**src/verilog/cpu_sys_pkg.sv**
```systemverilog
// Purpose: constants for the cpu system register block
// Assumes: 8-bit i/o bus, offsets are byte addresses of the cpu window
// Notes: none
package cpu_sys_pkg;
  // ***********************
  // offsets
  // ***********************
  localparam logic [7:0] OFS_GUARD = 8'h04;
  localparam logic [7:0] OFS_SP_LOW = 8'h0D;
  localparam logic [7:0] OFS_SP_HIGH = 8'h0E;
  localparam logic [7:0] OFS_FLAGS = 8'h0F;
  // ***********************
  // keys and reset values
  // ***********************
  localparam logic [7:0] IO_UNLOCK_KEY = 8'hD8;
  localparam logic [7:0] SELFPROG_UNLOCK_KEY = 8'h9D;
  localparam logic [7:0] GUARD_RESET = 8'h00;
  localparam logic [7:0] FLAGS_RESET = 8'h00;
  localparam logic [2:0] GUARD_WINDOW_INSTR = 3'h4;
  localparam logic [2:0] SP_HOLD_INSTR = 3'h4;
  // ***********************
  // flag positions
  // ***********************
  localparam int FLAG_C = 0;
  localparam int FLAG_Z = 1;
  localparam int FLAG_N = 2;
  localparam int FLAG_V = 3;
  localparam int FLAG_S = 4;
  localparam int FLAG_H = 5;
  localparam int FLAG_T = 6;
  localparam int FLAG_I = 7;
  localparam int GUARD_IO_BIT = 0;
  localparam int GUARD_SELFPROG_BIT = 1;
endpackage

```
**src/verilog/window_if.sv**
```systemverilog
// Purpose: link between the top and the unlock window counters
// Assumes: one counter instance per window
// Notes: none
`timescale 1ns/1ps
interface window_if;
  logic open_req;
  logic close_req;
  logic instr_done;
  logic active;
  modport counter (input open_req, input close_req, input instr_done,
    output active);
  modport user (output open_req, output close_req, output instr_done,
    input active);
endinterface
```
**src/verilog/cpu_system_regs_guard.sv**
```systemverilog
// Purpose: cpu system registers, 16-bit staging, change guard, flags
// Assumes: core pulses io_rd/io_wr per access and instr_done per instruction
// Notes: alu flags arrive on flag_load with flag_mask per bit
`timescale 1ns/1ps
// Behaviour
// - low byte write goes to staging latch
// - high byte write commits staging plus high
// - low byte read captures high into latch
// - high byte read returns the latch
// - key D8 opens io unlock, four instructions
// - key 9D opens selfprog unlock, four instructions
// - io unlock closes on writes, nvm, sleep
// - selfprog unlock closes on nvm, sleep
// - no interrupt taken while unlock open
// - key reads bit0 io, bit1 selfprog
// - stack pointer resets to sram top
// - unimplemented stack bits read zero on stack_top_pointer and in a high byte read after a low byte read
// - stack low write blocks interrupts briefly
// - flag bit 7 is global interrupt enable
// - only software changes interrupt enable
// - enable change via io adds wait
// - sign equals negative xor overflow
// - alu flags set or cleared per operation
// - bit 6 serves bit load and store
// - flags not saved on interrupt entry
module cpu_system_regs_guard
  import cpu_sys_pkg::*;
#(
  parameter int SP_ADDR_BITS = 14,
  parameter logic [15:0] SRAM_TOP = 16'h3FFF
) (
  // clock and reset
  input wire logic ref_clk,
  input wire logic rst,
  // internal i/o bus
  input wire logic [7:0] io_addr,
  input wire logic io_wr,
  input wire logic io_rd,
  input wire logic [7:0] io_wdata,
  output logic [7:0] io_rdata,
  output logic io_wait,
  // core events
  input wire logic instr_done,
  input wire logic other_io_wr,
  input wire logic data_mem_wr,
  input wire logic nvm_access,
  input wire logic sleep_exec,
  // flag updates from the core
  input wire logic [7:0] flag_load,
  input wire logic [7:0] flag_mask,
  input wire logic irq_enable_instruction,
  input wire logic irq_disable_instruction,
  input wire logic bit_store_instruction,
  input wire logic bit_store_value,
  // interrupt side
  input wire logic irq_request,
  output logic irq_take,
  // state out
  output logic [15:0] stack_top_pointer,
  output logic [7:0] cpu_result_flags,
  output logic io_unlock_active,
  output logic selfprog_unlock_active,
  output logic bit_load_value
);

  // ***********************
  // decode
  // ***********************
  logic [7:0] staging;
  logic [7:0] flags;
  logic [2:0] sp_hold;
  logic wait_done;
  logic [15:0] sp_value;
  wire sel_guard = (io_addr == OFS_GUARD);
  wire sel_sp_low = (io_addr == OFS_SP_LOW);
  wire sel_sp_high = (io_addr == OFS_SP_HIGH);
  wire sel_flags = (io_addr == OFS_FLAGS);
  wire wr_guard = io_wr && sel_guard;
  wire wr_sp_low = io_wr && sel_sp_low;
  wire wr_sp_high = io_wr && sel_sp_high;
  wire rd_sp_low = io_rd && sel_sp_low;
  wire ie_change = io_wr && sel_flags && (io_wdata[FLAG_I] != flags[FLAG_I]);
  wire flags_wr = io_wr && sel_flags && !io_wait;
  wire any_io_wr = io_wr || other_io_wr;

  // ***********************
  // unlock windows
  // ***********************
  window_if io_win ();
  window_if sp_win ();
  assign io_win.open_req = wr_guard && io_wdata == IO_UNLOCK_KEY;
  assign io_win.close_req = any_io_wr || data_mem_wr || nvm_access ||
    sleep_exec;
  assign io_win.instr_done = instr_done;
  assign sp_win.open_req = wr_guard && io_wdata == SELFPROG_UNLOCK_KEY;
  assign sp_win.close_req = nvm_access || sleep_exec;
  assign sp_win.instr_done = instr_done;

  instr_window #(.LENGTH(GUARD_WINDOW_INSTR)) io_window (
    .ref_clk(ref_clk),
    .rst(rst),
    .win(io_win)
  );
  instr_window #(.LENGTH(GUARD_WINDOW_INSTR)) selfprog_window (
    .ref_clk(ref_clk),
    .rst(rst),
    .win(sp_win)
  );
  assign io_unlock_active = io_win.active;
  assign selfprog_unlock_active = sp_win.active;

  // ***********************
  // stack pointer and staging
  // ***********************
  always_ff @(posedge ref_clk or posedge rst) begin
    if (rst) begin
      staging <= 8'h00;
    end else if (wr_sp_low) begin
      staging <= io_wdata;
    end else if (rd_sp_low) begin
      staging <= sp_value[15:8];
    end
  end

  stack_reg #(.ADDR_BITS(SP_ADDR_BITS), .TOP(SRAM_TOP)) stack (
    .ref_clk(ref_clk),
    .rst(rst),
    .load(wr_sp_high),
    .load_value({io_wdata, staging}),
    .value(sp_value)
  );
  assign stack_top_pointer = sp_value;

  // stack low write holds off interrupts
  always_ff @(posedge ref_clk or posedge rst) begin
    if (rst) begin
      sp_hold <= 3'h0;
    end else if (wr_sp_low) begin
      sp_hold <= SP_HOLD_INSTR;
    end else if (any_io_wr) begin
      sp_hold <= 3'h0;
    end else if (instr_done && sp_hold != 3'h0) begin
      sp_hold <= sp_hold - 3'h1;
    end
  end

  // ***********************
  // flags
  // ***********************
  // enable change through i/o stalls one cycle
  always_ff @(posedge ref_clk or posedge rst) begin
    if (rst) begin
      wait_done <= 1'b0;
    end else begin
      wait_done <= ie_change && !wait_done;
    end
  end
  assign io_wait = ie_change && !wait_done;

  logic [7:0] next_flags;
  always_comb begin
    next_flags = flags;
    if (flags_wr) begin
      next_flags = io_wdata;
    end else begin
      next_flags[5:0] = (flags[5:0] & ~flag_mask[5:0]) |
        (flag_load[5:0] & flag_mask[5:0]);
      if (irq_enable_instruction) begin
        next_flags[FLAG_I] = 1'b1;
      end else if (irq_disable_instruction) begin
        next_flags[FLAG_I] = 1'b0;
      end
      if (bit_store_instruction) begin
        next_flags[FLAG_T] = bit_store_value;
      end
    end
    next_flags[FLAG_S] = next_flags[FLAG_N] ^ next_flags[FLAG_V];
  end

  always_ff @(posedge ref_clk or posedge rst) begin
    if (rst) begin
      flags <= FLAGS_RESET;
    end else begin
      flags <= next_flags;
    end
  end
  assign cpu_result_flags = flags;
  assign bit_load_value = flags[FLAG_T];

  // ***********************
  // interrupt gate
  // ***********************
  assign irq_take = irq_request && flags[FLAG_I] &&
    !io_win.active && !sp_win.active && sp_hold == 3'h0;

  // ***********************
  // read data
  // ***********************
  logic [7:0] next_rdata;
  assign next_rdata = sel_guard ?
      {6'h00, sp_win.active, io_win.active} :
    sel_sp_low ? sp_value[7:0] :
    sel_sp_high ? staging :
    sel_flags ? flags : 8'h00;

  always_ff @(posedge ref_clk or posedge rst) begin
    if (rst) begin
      io_rdata <= 8'h00;
    end else if (io_rd) begin
      io_rdata <= next_rdata;
    end
  end
endmodule

```
**src/verilog/instr_window.sv**
```systemverilog
// Purpose: open window lasting a set number of executed instructions
// Assumes: instr_done pulses once per retired instruction
// Notes: close and open in same cycle, open wins
`timescale 1ns/1ps
module instr_window
  import cpu_sys_pkg::*;
#(
  parameter logic [2:0] LENGTH = 3'h4
) (
  // clock and reset
  input wire logic ref_clk,
  input wire logic rst,
  // control
  window_if.counter win
);
  logic [2:0] left;
  logic [2:0] next_left;

  assign next_left = win.open_req ? LENGTH :
    (win.close_req ? 3'h0 :
    ((win.instr_done && left != 3'h0) ? left - 3'h1 : left));
  assign win.active = (left != 3'h0);

  always_ff @(posedge ref_clk or posedge rst) begin
    if (rst) begin
      left <= 3'h0;
    end else begin
      left <= next_left;
    end
  end
endmodule

```
**src/verilog/stack_reg.sv**
```systemverilog
// Purpose: 16-bit stack pointer storage with trimmed width
// Assumes: writes come already paired by the staging latch
// Notes: unimplemented upper bits read zero
`timescale 1ns/1ps
module stack_reg
  import cpu_sys_pkg::*;
#(
  parameter int ADDR_BITS = 14,
  parameter logic [15:0] TOP = 16'h3FFF
) (
  // clock and reset
  input wire logic ref_clk,
  input wire logic rst,
  // update
  input wire logic load,
  input wire logic [15:0] load_value,
  // state
  output logic [15:0] value
);
  logic [ADDR_BITS-1:0] bits;
  localparam logic [ADDR_BITS-1:0] TOP_TRIM = TOP[ADDR_BITS-1:0];

  always_ff @(posedge ref_clk or posedge rst) begin
    if (rst) begin
      bits <= TOP_TRIM;
    end else if (load) begin
      bits <= load_value[ADDR_BITS-1:0];
    end
  end

  assign value = {{(16-ADDR_BITS){1'b0}}, bits};
endmodule

```
**config.mk**
```make
export PLATFORM = sky130hd
export DESIGN_NAME = cpu_system_regs_guard
export DESIGN_NICKNAME = d
export VERILOG_FILES = /design/src/verilog/cpu_sys_pkg.sv /design/src/verilog/window_if.sv /design/src/verilog/cpu_system_regs_guard.sv /design/src/verilog/instr_window.sv /design/src/verilog/stack_reg.sv
export SDC_FILE = /design/constraint.sdc
export NUM_CORES = 1
export LEC_CHECK = 0
export ABC_AREA = 1
export BUFFER_PORTS_ARGS = -buffer_cell sky130_fd_sc_hd__buf_2
export CAP_MARGIN = 10
export CORE_MARGIN = 5
export CORE_UTILIZATION = 55
export DETAILED_ROUTE_END_ITERATION = 8
export PLACE_DENSITY = 0.85
export SLEW_MARGIN = 20
export SYNTH_ARGS = -nofsm -noshare
export SYNTH_HDL_FRONTEND = slang
export SYNTH_SLANG_ARGS = --single-unit
```
**constraint.sdc**
```tcl
create_clock -name ref_clk -period 3.3 [get_ports ref_clk]
set_clock_uncertainty 0.05 [all_clocks]
set_input_delay 0.825 -clock ref_clk [delete_from_list [all_inputs] [get_ports ref_clk]]
set_output_delay 0.825 -clock ref_clk [all_outputs]
set_load 0.02 [all_outputs]
```
==> run_results.csv <==
group,metric,value,unit
timing,fin_crit_sh,81.53,%
logic_synthesis,syn_area,0.002639,mm2
logic_synthesis,synth_commonest_cells,"nand2_1, inv_1, nand3_1, dfrtp_1, nor2_1",
clocking,path_clk_slew,0.09,ns
critical_path,r2r_slack,1.55,ns
logic_synthesis,ys_ff_latch,48,
critical_path,critPathKind,"in -> out",
clocking,postCtsSetupRepairBufs,0,
logic_synthesis,yosysTopAreaCellShare,32.24,%
drt,wl_per_cell,13.96,um
timing,setup_slack,0.6096,ns
power_and_ir_drop,p_per_area,407.6,mW/mm2
logic_synthesis,yosys_warnings,0,
drt,avgViaCountPerCell,5.327,
logic_synthesis,synth.area.top_cells,"dfrtp_1, nand2_1, dfstp_2, nand3_1, inv_1",
placed_design,io_buffer_count,74,
layout,stdcell_area,0.003151,mm2
clocking,cts-resized-gates,0,
timing,worst_pin_slew,0.8215,ns
drt,firstDrtPassIters,5,
timing,holdWs,0.4253,ns
critical_path,critPathLaunchType,"primary input",
logic_synthesis,synth_edf_count,0,
critical_path,cp_max_fo,5,
clocking,insertion_delay,0.31,ns
layout,multi_input_area,0.001186,mm2
clocking,numCtsBuffers,5,
power_and_ir_drop,leakage,1.755,nW
floorplan,num_rows,25,
grt,gr-total-overflow,0,
layout,fin_nets,474,
drt,vias,2541,
min_path,min_path_type,"reg -> reg",
drt,drc,0,
logic_synthesis,ys_types,32,
drt,drt_iter0_drc,265,
grt,grt_pass1_vias,2449,
critical_path,end_kind,"output pin",
grt,grt_pass1_wl,11.21,mm
layout,layout-drive-gt1-share,26.24,%
logic_synthesis,synth.most_common_cell,"nand2_1",
timing,max_freq,371.7,MHz
layout,fillers,385,
timing,rsz0062_at_grt,"false",
placed_design,gp_congestion,0.9278,
floorplan,fp.dieH,79.27,um
timing,min_period,2.690,ns
floorplan,dieWidth,79.27,um
logic_synthesis,syn_inst,349,
layout,synthToLayoutAreaGrowth,19.39,%
timing,max-slew-margin-rel,45.24,%
timing,slew_viol_final,0,
critical_path,required,2.42,ns
floorplan,io-pin-count,83,
logic_synthesis,synth_ff_type,"dfrtp_1",
placed_design,dp_worst_setup_slack,0.6280,ns
layout,regArea,0.001219,mm2
status,status,"completed",
power_and_ir_drop,ir_worst_vdd,0.0002740,V
placed_design,dp_hpwl,4.902,mm
clocking,clk_path_buf_depth,2,
timing,setup_viol,0,
floorplan,start_util,56.24,%
floorplan,core_area,0.004692,mm2
clocking,cts_hold_buf,0,
layout,fin_util,67.15,%
logic_synthesis,synthArstFlopShare,100.0,%
grt,grt_usage,23.06,%
timing,fin_tns_setup,0,ns
flow_run,cap_violations,0,
placed_design,place_area,0.003023,mm2
grt,grt_max_degree,49,
floorplan,design.die.area,0.006283,mm2
drt,wl,6.658,mm
grt,antenna_found_initial,0,
placed_design,place_inst,469,
power_and_ir_drop,fin_total_pwr,1.284,mW
clocking,cts_root_buffer,"clkbuf_8",
layout,diodes,0,
logic_synthesis,syn_avg_cell_area,7.561,um2
logic_synthesis,yosys.area.top_type,"dfrtp_1",
critical_path,arrival,1.82,ns
clocking,cts.sinks,48,
logic_synthesis,ys_seq_area_share,46.18,%
layout,instances_no_fill,477,
clocking,h-tree-depth,2,
drt,ant_nets,0,
clocking,cts_tree,"yes",
timing,hold_viol,0,
[worst max-delay path, stage by stage]
cell and delay [ns]:
buf_2 0.09, nor2_1 0.11, nand2_1 0.18, nor2_4 0.18, nand2_1 0.07, nor2_1 0.16, buf_2 0.20
[placed cells by master, fill, tap and decap left out, drive strengths merged, types with 2 or more instances in the layout]
cell / n
mux2i: 3
dfrtp: 34
buf: 77
inv: 40
nand3: 36
a21oi: 10
nor3: 4
or2: 4
nand2: 126
clkinv: 2
nand4: 7
o22ai: 2
o21ai: 24
nor2: 20
clkbuf: 7
dfstp: 14
ha: 6
conb: 2
[power breakdown]
group / total (mW) / internal [mW] / switching, mW
combinational: 0.187 / 0.0639 / 0.123
clock: 0.462 / 0.267 / 0.194
sequential: 0.636 / 0.617 / 0.0187
[routing by layer]
| layer | vias to the layer above | global-route usage, % | share of wire (%) |
|---|---|---|---|
| met5 | - | 0 | 0 |
| met4 | 0 | 9.966 | 2.8 |
| met1 | 1165 | 29.22 | 42 |
| met3 | 15 | 5.442 | 8.6 |
| li1 | 1250 | - | - |
| met2 | 111 | 37.63 | 47 |
[cell type report]
class,instances,share of cell area (%)
sequential,48,38.68
multi-input combinational,248,37.65
timing repair buffer,77,12.47
inverter,42,5.044
clock buffer,7,3.058
tap,54,2.145
clock inverter,1,0.9531
[flip-flops by register name, indices dropped and copies added, names as in the netlist, named ones only]
| signal | cells |
|---|---|
| selfprog_window.left | 3 |
| wait_done | 1 |
| stack.bits | 14 |
| io_rdata | 8 |
| cpu_result_flags | 5 |
| sp_hold | 3 |
| staging | 8 |
| io_window.left | 3 |
[worst paths after layout]
kind | depth (start not counted) | from | end
min in group asynchronous | 2 | rst | selfprog_window.left[0]$_DFFE_PP0P_
max in group asynchronous | 2 | rst | sp_hold[2]$_DFFE_PP0P_
min reg2reg | 2 | stack.bits[2]$_DFFE_PP1P_ | stack.bits[2]$_DFFE_PP1P_
max reg2reg | 8 | cpu_result_flags[7]$_DFFE_PP0P_ | cpu_result_flags[4]$_DFF_PP0_
min | 2 | stack.bits[2]$_DFFE_PP1P_ | stack.bits[2]$_DFFE_PP1P_
max | 7 | io_addr[7] | io_wait
[cell families (layout without fill, tap and decap cells)]
logic type	after synthesis	count (layout)	share of synthesized area, %
adder cells (fa/ha/maj)	6	6	2.845
flip-flops	48	48	46.18
other	1	2	0.1421
XOR/XNOR	1	1	0.3320
AO/OA/AOI/OAI	39	39	7.919
AND/OR/NAND/NOR	197	197	32.43
multiplexers	3	3	1.138
buffers and inverters	54	127	9.009
No activity file was read; power rests on OpenSTA's default activity.
